==> config.mk <==
export PLATFORM = sky130hd
export DESIGN_NAME = brg_gen
export DESIGN_NICKNAME = d
export VERILOG_FILES = /design/src/include/brg_pkg.sv /design/src/rtl/brg_gen.sv
export SDC_FILE = /design/constraint.sdc
export NUM_CORES = 1
export LEC_CHECK = 0
export BUFFER_PORTS_ARGS = -buffer_cell sky130_fd_sc_hd__buf_2
export CORE_ASPECT_RATIO = 1.4
export CORE_MARGIN = 4
export CORE_UTILIZATION = 62
export CTS_CLUSTER_SIZE = 8
export DETAILED_ROUTE_END_ITERATION = 10
export PLACE_DENSITY = 0.9
export SYNTH_ARGS = -nofsm -noshare
export SYNTH_HDL_FRONTEND = slang
export SYNTH_SLANG_ARGS = --single-unit
==> constraint.sdc <==
create_clock -name aclk -period 8.3 [get_ports aclk]
set_input_delay 0 -clock aclk [delete_from_list [all_inputs] [get_ports aclk]]
set_output_delay 0 -clock aclk [all_outputs]
set_load 0.05 [all_outputs]
==> src/include/brg_pkg.sv <==
// shared constants of the bit clock generator
package brg_pkg;

  ////////////////////////////////////////////////////////////////////////
  // register byte offsets
  localparam logic [7:0] BRG_OFS_MODE   = 8'h00; // channel_mode_register
  localparam logic [7:0] BRG_OFS_DIV    = 8'h04; // divisor_config_register
  localparam logic [7:0] BRG_OFS_STATUS = 8'h08; // generator state, read only

  ////////////////////////////////////////////////////////////////////////
  // channel_mode_register fields
  localparam int BRG_MODE_SPECIAL_LSB = 0;  // 4-bit operating mode, 0 = normal
  localparam int BRG_MODE_SPECIAL_W   = 4;
  localparam int BRG_MODE_SRC_LSB     = 4;  // clock_source_select, 2 bits
  localparam int BRG_MODE_SYNC_BIT    = 8;  // 1 = synchronous mode
  localparam int BRG_MODE_CLKO_BIT    = 18; // drive the serial clock pin, in sync mode only and not with the pin source
  localparam int BRG_MODE_OVER_BIT    = 19; // 1 = 8x oversampling
  localparam logic [31:0] BRG_MODE_MASK = 32'h000c_013f;

  // divisor_config_register fields
  localparam int BRG_DIV_CD_LSB = 0;  // clock_divisor, 16 bits
  localparam int BRG_DIV_FP_LSB = 16; // fractional_part, 3 bits
  localparam logic [31:0] BRG_DIV_MASK = 32'h0007_ffff;

  // reset values
  localparam logic [31:0] BRG_MODE_RST = 32'h0000_0000;
  localparam logic [31:0] BRG_DIV_RST  = 32'h0000_0000;

  ////////////////////////////////////////////////////////////////////////
  // clock source codes
  typedef enum logic [1:0]
  {
    BRG_SRC_MAIN     = 2'b00,
    BRG_SRC_PRESCALE = 2'b01,
    BRG_SRC_SPARE    = 2'b10, // behaves as the main clock
    BRG_SRC_PIN      = 2'b11
  } brg_src_t;

  localparam logic [3:0] BRG_SPECIAL_NORMAL = 4'h0;
  localparam logic [4:0] BRG_OVS_16 = 5'h10;
  localparam logic [4:0] BRG_OVS_8  = 5'h08;
  localparam int BRG_FRAC_STEPS = 8; // fraction counts in eighths

  // axi4-lite responses
  localparam logic [1:0] BRG_RESP_OKAY   = 2'b00;
  localparam logic [1:0] BRG_RESP_SLVERR = 2'b10;

endpackage

==> src/rtl/brg_gen.sv <==
// Operation
// - one bit clock shared by receiver, transmitter
// - source is main, prescaled main, or pin
// - 16-bit divider counts clock_divisor source ticks
// - divisor zero stops every bit clock except the sync pin source one
// - divisor one bypasses the divider
// - async: sample clock divided 16 or 8
// - oversampling bit set selects 8x
// - nonzero fraction enables eighth-step division
// - async rate is source/(8(2-over)(cd+fp/8))
// - fraction only in normal operating mode
// - sync bit clock is source over divisor
// - sync pin source feeds bit clock directly
// - main source keeps 50:50 for odd divisor
// - stopped clock resumes from held state
// - registers writable while clock is off
//
// Local design decisions: the register offsets and register access over AXI4-Lite.
`timescale 1ns/1ps

module brg_gen
  import brg_pkg::*;
#(
  parameter int DIV_W    = 16,
  parameter int PRESCALE = 8
)
(
  // clock and reset
  input  wire logic        aclk,
  input  wire logic        aresetn,
  // axi4-lite write address, data and response
  input  wire logic [7:0]  s_axi_awaddr,
  input  wire logic        s_axi_awvalid,
  output logic             s_axi_awready,
  input  wire logic [31:0] s_axi_wdata,
  input  wire logic [3:0]  s_axi_wstrb,
  input  wire logic        s_axi_wvalid,
  output logic             s_axi_wready,
  output logic [1:0]       s_axi_bresp,
  output logic             s_axi_bvalid,
  input  wire logic        s_axi_bready,
  // axi4-lite read
  input  wire logic [7:0]  s_axi_araddr,
  input  wire logic        s_axi_arvalid,
  output logic             s_axi_arready,
  output logic [31:0]      s_axi_rdata,
  output logic [1:0]       s_axi_rresp,
  output logic             s_axi_rvalid,
  input  wire logic        s_axi_rready,
  // peripheral clock gate from the power manager
  input  wire logic        periph_clk_on,
  // serial clock pin
  input  wire logic        sck_i,
  output logic             sck_o,
  output logic             sck_oe,
  // enables towards receiver and transmitter
  output logic             sample_tick,
  output logic             bit_tick
);
  import brg_pkg::*;

  // elaboration guard: counters below assume these ranges
  if (DIV_W < 2 || DIV_W > 16 || PRESCALE < 2 || PRESCALE > 256)
  begin : g_bad_param
    $error("brg_gen: DIV_W or PRESCALE out of range");
  end

  localparam int PS_W = $clog2(PRESCALE);
  localparam logic [PS_W-1:0] PS_LAST = PS_W'(PRESCALE - 1);

  ////////////////////////////////////////////////////////////////////////
  // configuration registers
  logic [31:0] mode_r;
  logic [31:0] div_r;
  logic [31:0] wdata_m;
  logic        wr_do;
  logic [7:0]  wr_addr;

  logic [1:0]       src_sel;
  logic             sync_mode;
  logic             over8;
  logic             clko;
  logic [DIV_W-1:0] cd;
  logic [2:0]       fp;
  logic             normal_mode;

  assign src_sel     = mode_r[BRG_MODE_SRC_LSB +: 2];
  assign sync_mode   = mode_r[BRG_MODE_SYNC_BIT];
  assign over8       = mode_r[BRG_MODE_OVER_BIT];
  assign clko        = mode_r[BRG_MODE_CLKO_BIT];
  assign cd          = div_r[BRG_DIV_CD_LSB +: DIV_W];
  assign fp          = div_r[BRG_DIV_FP_LSB +: 3];
  assign normal_mode = mode_r[BRG_MODE_SPECIAL_LSB +: BRG_MODE_SPECIAL_W] == BRG_SPECIAL_NORMAL;

  ////////////////////////////////////////////////////////////////////////
  // axi4-lite write side: address and data are taken in either order
  logic       aw_have_r;
  logic       w_have_r;
  logic [7:0] awaddr_r;
  logic [31:0] wdata_r;
  logic [3:0] wstrb_r;

  assign s_axi_awready = ~aw_have_r & ~s_axi_bvalid;
  assign s_axi_wready  = ~w_have_r & ~s_axi_bvalid;
  assign wr_do   = aw_have_r & w_have_r & ~s_axi_bvalid;
  assign wr_addr = awaddr_r;

  // byte lanes merged onto the current contents of the addressed register
  always_comb
  begin
    wdata_m = (wr_addr == BRG_OFS_MODE) ? mode_r : div_r;
    for (int i = 0; i < 4; i++)
    begin
      if (wstrb_r[i])
      begin
        wdata_m[8*i +: 8] = wdata_r[8*i +: 8];
      end
    end
  end

  // capture halves of a write and raise the response
  always_ff @(posedge aclk)
  begin
    if (!aresetn)
    begin
      aw_have_r    <= 1'b0;
      w_have_r     <= 1'b0;
      awaddr_r     <= 8'h00;
      wdata_r      <= 32'h0000_0000;
      wstrb_r      <= 4'h0;
      s_axi_bvalid <= 1'b0;
      s_axi_bresp  <= BRG_RESP_OKAY;
    end
    else
    begin
      if (s_axi_awvalid && s_axi_awready)
      begin
        aw_have_r <= 1'b1;
        awaddr_r  <= s_axi_awaddr;
      end
      if (s_axi_wvalid && s_axi_wready)
      begin
        w_have_r <= 1'b1;
        wdata_r  <= s_axi_wdata;
        wstrb_r  <= s_axi_wstrb;
      end
      if (wr_do)
      begin
        aw_have_r    <= 1'b0;
        w_have_r     <= 1'b0;
        s_axi_bvalid <= 1'b1;
        s_axi_bresp  <= (wr_addr == BRG_OFS_MODE || wr_addr == BRG_OFS_DIV) ?
                        BRG_RESP_OKAY : BRG_RESP_SLVERR;
      end
      else if (s_axi_bvalid && s_axi_bready)
      begin
        s_axi_bvalid <= 1'b0;
      end
    end
  end

  // writes ignore the clock gate
  // settings land even while the generator is frozen
  always_ff @(posedge aclk)
  begin
    if (!aresetn)
    begin
      mode_r <= BRG_MODE_RST;
      div_r  <= BRG_DIV_RST;
    end
    else if (wr_do && wr_addr == BRG_OFS_MODE)
    begin
      mode_r <= wdata_m & BRG_MODE_MASK;
    end
    else if (wr_do && wr_addr == BRG_OFS_DIV && !(sync_mode && src_sel == BRG_SRC_PIN))
    begin
      div_r <= wdata_m & BRG_DIV_MASK;
    end
  end

  ////////////////////////////////////////////////////////////////////////
  // pin input: three stages, a change counts once stages two and three agree
  logic sck_s1_r;
  logic sck_s2_r;
  logic sck_s3_r;
  logic sck_lvl_r;
  logic pin_rise;

  // pin rate is far below main
  // filtering relies on each pin phase spanning several main cycles
  always_ff @(posedge aclk)
  begin
    if (!aresetn)
    begin
      sck_s1_r  <= 1'b0;
      sck_s2_r  <= 1'b0;
      sck_s3_r  <= 1'b0;
      sck_lvl_r <= 1'b0;
    end
    else
    begin
      sck_s1_r <= sck_i;
      sck_s2_r <= sck_s1_r;
      sck_s3_r <= sck_s2_r;
      if (sck_s2_r == sck_s3_r)
      begin
        sck_lvl_r <= sck_s3_r;
      end
    end
  end

  assign pin_rise = (sck_s2_r == sck_s3_r) & sck_s3_r & ~sck_lvl_r;

  ////////////////////////////////////////////////////////////////////////
  // source selection
  logic [PS_W-1:0] ps_cnt_r;
  logic            src_en;
  logic            run;

  assign run = periph_clk_on;

  always_comb
  begin
    unique case (brg_src_t'(src_sel))
      BRG_SRC_MAIN:     src_en = 1'b1;
      BRG_SRC_PRESCALE: src_en = (ps_cnt_r == PS_LAST);
      BRG_SRC_SPARE:    src_en = 1'b1;
      BRG_SRC_PIN:      src_en = pin_rise;
    endcase
  end

  always_ff @(posedge aclk)
  begin
    if (!aresetn)
    begin
      ps_cnt_r <= '0;
    end
    else if (run)
    begin
      ps_cnt_r <= (ps_cnt_r == PS_LAST) ? '0 : ps_cnt_r + 1'b1;
    end
  end

  ////////////////////////////////////////////////////////////////////////
  // integer divider with fractional stretch
  logic [DIV_W-1:0] cnt_r;
  logic [2:0]       acc_r;
  logic             ext_r;
  logic [DIV_W:0]   limit;
  logic             frac_on;
  logic             div_end;
  logic [3:0]       acc_sum;
  logic             ext_pin;

  assign frac_on = (fp != 3'd0) & normal_mode & ~sync_mode & (cd > 1);
  // period is cd source ticks, one longer when stretched
  assign limit   = {1'b0, cd} - 1'b1 + (DIV_W+1)'(ext_r & frac_on);
  assign div_end = src_en & ({1'b0, cnt_r} >= limit);
  assign acc_sum = {1'b0, acc_r} + {1'b0, fp};
  assign ext_pin = sync_mode & (src_sel == BRG_SRC_PIN);

  // eighths accumulate into extra source ticks
  // the carry of acc + fp stretches the next period by one tick
  always_ff @(posedge aclk)
  begin
    if (!aresetn)
    begin
      cnt_r <= '0;
      acc_r <= 3'd0;
      ext_r <= 1'b0;
    end
    else if (cd == '0)
    begin
      cnt_r <= '0;
      ext_r <= 1'b0;
    end
    else if (run && src_en)
    begin
      if (div_end)
      begin
        cnt_r <= '0;
        acc_r <= frac_on ? acc_sum[2:0] : 3'd0;
        ext_r <= frac_on & acc_sum[3];
      end
      else
      begin
        cnt_r <= cnt_r + 1'b1;
      end
    end
  end

  ////////////////////////////////////////////////////////////////////////
  // oversampling stage and tick outputs
  logic [4:0] ovs_cnt_r;
  logic [4:0] ovs_last;
  logic       samp;

  // 8x when set, 16x when clear
  assign ovs_last = (over8 ? BRG_OVS_8 : BRG_OVS_16) - 5'd1;
  // cd of one passes each source tick
  assign samp     = run & (cd != '0) & div_end;

  // sample ticks counted down to bit ticks
  always_ff @(posedge aclk)
  begin
    if (!aresetn)
    begin
      ovs_cnt_r <= 5'd0;
    end
    else if (sync_mode || cd == '0)
    begin
      ovs_cnt_r <= 5'd0;
    end
    else if (samp)
    begin
      ovs_cnt_r <= (ovs_cnt_r >= ovs_last) ? 5'd0 : ovs_cnt_r + 5'd1;
    end
  end

  // one-cycle enables in the main domain
  // the single bit_tick serves both directions
  always_ff @(posedge aclk)
  begin
    if (!aresetn)
    begin
      sample_tick <= 1'b0;
      bit_tick    <= 1'b0;
    end
    // pin edge is the bit clock
    else if (ext_pin)
    begin
      sample_tick <= run & pin_rise;
      bit_tick    <= run & pin_rise;
    end
    // sync rate is source over cd
    else if (sync_mode)
    begin
      sample_tick <= samp;
      bit_tick    <= samp;
    end
    else
    begin
      sample_tick <= samp;
      bit_tick    <= samp & (ovs_cnt_r >= ovs_last);
    end
  end

  ////////////////////////////////////////////////////////////////////////
  // serial clock pin output; level is pos ^ neg so both clock edges can move it
  logic sck_p_r;
  logic sck_n_r;
  logic fall_half;
  logic fall_pos;
  logic main_src;
  logic [DIV_W-1:0] half;

  assign main_src = (src_sel == BRG_SRC_MAIN) | (src_sel == BRG_SRC_SPARE);
  assign half     = cd >> 1;
  // odd divisor on the main clock falls on the negative edge
  // the falling aclk edge inside count cd/2 gives the missing half cycle
  assign fall_half = main_src & run & cd[0] & (cnt_r == half);
  // other cases fall on a whole source tick
  // even divisors split evenly; odd ones on slow sources come out uneven
  assign fall_pos = ~(main_src & cd[0]) & run & (cd != '0) &
                    ((cd == DIV_W'(1)) | (src_en & (cnt_r == half - 1'b1)));

  // rising edge with each divider wrap, falling edge at mid period
  always_ff @(posedge aclk)
  begin
    if (!aresetn)
    begin
      sck_p_r <= 1'b0;
      sck_oe  <= 1'b0;
    end
    else
    begin
      sck_oe <= clko & sync_mode & ~ext_pin;
      if (samp)
      begin
        sck_p_r <= ~sck_n_r;
      end
      else if (fall_pos)
      begin
        sck_p_r <= sck_n_r;
      end
    end
  end

  // half-cycle fall for odd divisors on the main clock
  always_ff @(negedge aclk)
  begin
    if (!aresetn)
    begin
      sck_n_r <= 1'b0;
    end
    else if (fall_half)
    begin
      sck_n_r <= sck_p_r;
    end
  end

  // xor of two registers; either edge toggles the pin without a derived clock
  assign sck_o = sck_p_r ^ sck_n_r;

  ////////////////////////////////////////////////////////////////////////
  // axi4-lite read side, one cycle after the address is taken
  logic [31:0] status;

  assign status = {sck_lvl_r, sck_o, run, ovs_cnt_r[3:0], ext_r, acc_r, 5'd0,
                   16'(cnt_r)};
  assign s_axi_arready = ~s_axi_rvalid;

  always_ff @(posedge aclk)
  begin
    if (!aresetn)
    begin
      s_axi_rvalid <= 1'b0;
      s_axi_rdata  <= 32'h0000_0000;
      s_axi_rresp  <= BRG_RESP_OKAY;
    end
    else if (s_axi_arvalid && s_axi_arready)
    begin
      s_axi_rvalid <= 1'b1;
      s_axi_rresp  <= BRG_RESP_OKAY;
      unique case (s_axi_araddr)
        BRG_OFS_MODE:   s_axi_rdata <= mode_r;
        BRG_OFS_DIV:    s_axi_rdata <= div_r;
        BRG_OFS_STATUS: s_axi_rdata <= status;
        default:
        begin
          s_axi_rdata <= 32'h0000_0000;
          s_axi_rresp <= BRG_RESP_SLVERR;
        end
      endcase
    end
    else if (s_axi_rvalid && s_axi_rready)
    begin
      s_axi_rvalid <= 1'b0;
    end
  end

endmodule

==> results.cfg <==
[setup_path]
critical_path_class = reg -> reg
path_delay_family = simple AND/OR/NAND/NOR gates
path_buf_inv = 0
cp_cell_sequence = xor2_1, nor4_1, nand4_1, nor3_1, mux2i_1, nor2_1
critPathArrivalTime_ps = 2250
worstSetupStartpointType = register
max_stage_delay_ps = 720
critPathSlowestCell = dfxtp_1
required_ps = 4500
cp-end-kind = register
path_max_fanout = 14

[placement]
place_inst = 1025
dp_hpwl_mm = 12.4
port_buffers = 89
place_area_mm2 = 0.00718
place_congestion = 0.978

[clock_network]
clock-sinks = 133
cts-root-buf = clkbuf_16
h-tree-depth = 4
cts.reportedPaths.clkPinSlew_ps = 70
clockBufferDepth = 2
cts_buffers = 17
clkLatencyLatePin_ps = 460
cts_tree = yes
cts_resized = 0

[synthesis]
synth_simple_gate_area_share_pct = 25.1
synth_top_family_by_area = simple AND/OR/NAND/NOR gates
synthAdderAreaFrac_pct = 5.81
yosysWarnings = 0
synthDistinctLibCells = 62
avgSynthCellArea_um2 = 8.03
synth-xor-area-share_pct = 6.56
synth_seq_cells = 133
synth_edf_count = 0
synth-compound-area-share_pct = 16.2
syn_inst = 848
ys_seq_area_share_pct = 39.1
syn_area_mm2 = 0.00681
synth_ff_type = dfxtp_1
async_reset_ff_share_pct = 0
synth.area.mux_share_pct = 2.22

[sta]
setup_viol = 0
rsz0062_at_grt = false
max_slew_margin_pct = 26.6
tightest_slew_ps = 1100
final_max_slew_viol_count = 0
finClkSkew_ps = 34.4
setup_tns_ps = 0
hold_viol_final = 0

[final_layout]
final_area_mm2 = 0.00816
nets = 1033
synthToLayoutAreaGrowth_pct = 19.9
finalNonFillerCells = 1095
diodes = 0
drive_above_1_share_pct = 14.8

[floorplanning]
dieWidth_um = 96.6
coreArea_mm2 = 0.0108
io_pins = 106
die-area_mm2 = 0.0127
start_util_pct = 63.0
rows = 45
die_height_um = 132

[power]
peakVddDrop_mv = 0.138
finalPower_w = 0.00154
power_density_mw_per_mm2 = 188
power.leakage_nw = 3.45

[global_route]
grt.total_usage_pct = 32.9
grt_pass1_wl_mm = 32.8
grt_max_degree = 103
antenna_found_initial = 0
grt_pass1_vias = 6699
gr-total-overflow = 0

[worst_hold_path]
min-delay-path-class = in -> reg

[routing]
routed_via_density = 6.24
drcViolationCount = 0
routed_wirelength_mm = 20.3
via_count = 6829
wl_per_cell_um = 18.5
dr.first_iter.drc_count = 636
firstDrtPassIters = 6
antenna_left = 0

[job]
maxCapViolCount = 0

[run_status]
status = finished, final reports clean
[per-stage QoR]
stage                     setup slack, ps  utilization, %  hold WS [ps]
after global routing                 2090            75.5          62.6
after floorplan                      2380               -           100
after CTS                            2260            75.5          44.2
after global placement               2240            66.5           184
final                                2250            75.5          49.7
after detailed placement             2240            66.5           201
[sequential cells by signal, indices dropped and copies added, names as in the netlist, 3 cells and up]
name / count
mode_r: 9
ovs_cnt_r: 5
cnt_r: 16
awaddr_r: 8
wstrb_r: 3
acc_r: 3
s_axi_rdata: 31
div_r: 19
ps_cnt_r: 3
wdata_r: 20
[kinds of logic (layout without fill, tap and decap cells)]
family	after synthesis	count (layout)
xor+xnor	51	51
other cells	1	3
buf+inv	74	178
compound gates	181	181
simple gates	362	362
fa+ha+maj	31	31
flops	133	133
mux	15	15
[what timing repair did]
item / CTS / global route
hold buffers: 38 / 0
endpoints found under the hold margin: 44 / 0
buffers inserted: 0 / 0
endpoints found under the setup margin: 0 / 0
[final cells by class]
class | instances | area, um^2
Multi-Input combinational cell | 643 | 3810
Sequential cell | 133 | 2660
Fill cell | 728 | 2650
Timing Repair Buffer | 131 | 856
Clock buffer | 18 | 429
Tap cell | 141 | 176
Clock inverter | 15 | 170
Inverter | 14 | 52.6
[final timing paths]
kind / slack (ps) / start / to / depth (start not counted)
worst max-delay path: 2250 / div_r[3] / sck_n_r / 6
worst min-delay path: 50 / s_axi_araddr[1] / s_axi_rdata[17] / 5
worst max register to register: 2250 / div_r[3] / sck_n_r / 6
worst min register to register: 460 / wdata_r[12] / wdata_r[12] / 2
[worst min-delay path: cells and delay by family]
family	cells	cell delay, ps
and+or+nand+nor	3	290
AOI/OAI and AO/OA	1	70
buffers and inverters	1	80
[layer usage]
layer  global-route usage, %  vias up  wire length, um
met4                    20.7        0             1370
met5                       0        -                0
li1                        -     3135                -
met1                    37.1     3183             7320
met3                    7.82      125             1470
met2                    54.4      386            10100
[synth_stat cells, types with 3 or more instances]
cell type,n,area (um^2)
nand2_1,152,571
dfxtp_1,133,2660
a21oi_1,96,480
nor2_1,73,274
clkbuf_1,39,146
xor2_1,32,280
ha_1,30,375
a22oi_1,28,210
nand3_1,28,140
nand4_1,20,125
nor3_1,20,100
xnor2_1,19,166
inv_1,14,52.6
mux2i_1,14,140
o21ai_1,12,60.1
and3_1,10,62.6
nor4_1,10,62.6
nand2b_1,9,56.3
buf_4,8,60.1
o21ai_0,8,40.0
and2_1,7,43.8
nor2b_1,7,43.8
a21o_1,5,37.5
buf_1,5,18.8
or4_1,5,37.5
a211oi_1,4,30.0
a31oi_1,4,25.0
o21a_1,4,30.0
o31ai_1,4,30.0
buf_2,3,15.0
buf_6,3,33.8
nor3b_1,3,22.5
or3_1,3,18.8
[where the power goes]
part	switching [W]	internal, W	total [W]	leakage (nW)
clock network	0.000319	0.000451	0.000770	0.287
registers	0.0000115	0.000652	0.000664	1.08
logic	0.0000669	0.0000376	0.000104	2.08
[cells in the final DEF (no fill, tap or decap), types with 5 or more instances in the layout]
cell type / n
nor2_1: 73
nand3_1: 28
clkbuf_16: 17
dlygate4sd3_1: 38
nand2_1: 152
a22oi_1: 28
or4_1: 5
nor3_1: 20
xor2_1: 32
dfxtp_1: 133
a21o_1: 5
nor4_1: 10
inv_1: 13
a21oi_1: 96
buf_2: 89
and2_1: 7
ha_1: 30
nor2b_1: 7
and3_1: 10
nand2b_1: 9
mux2i_1: 14
o21ai_0: 8
xnor2_1: 19
o21ai_1: 12
nand4_1: 20
(Power assumes the default switching activity.)
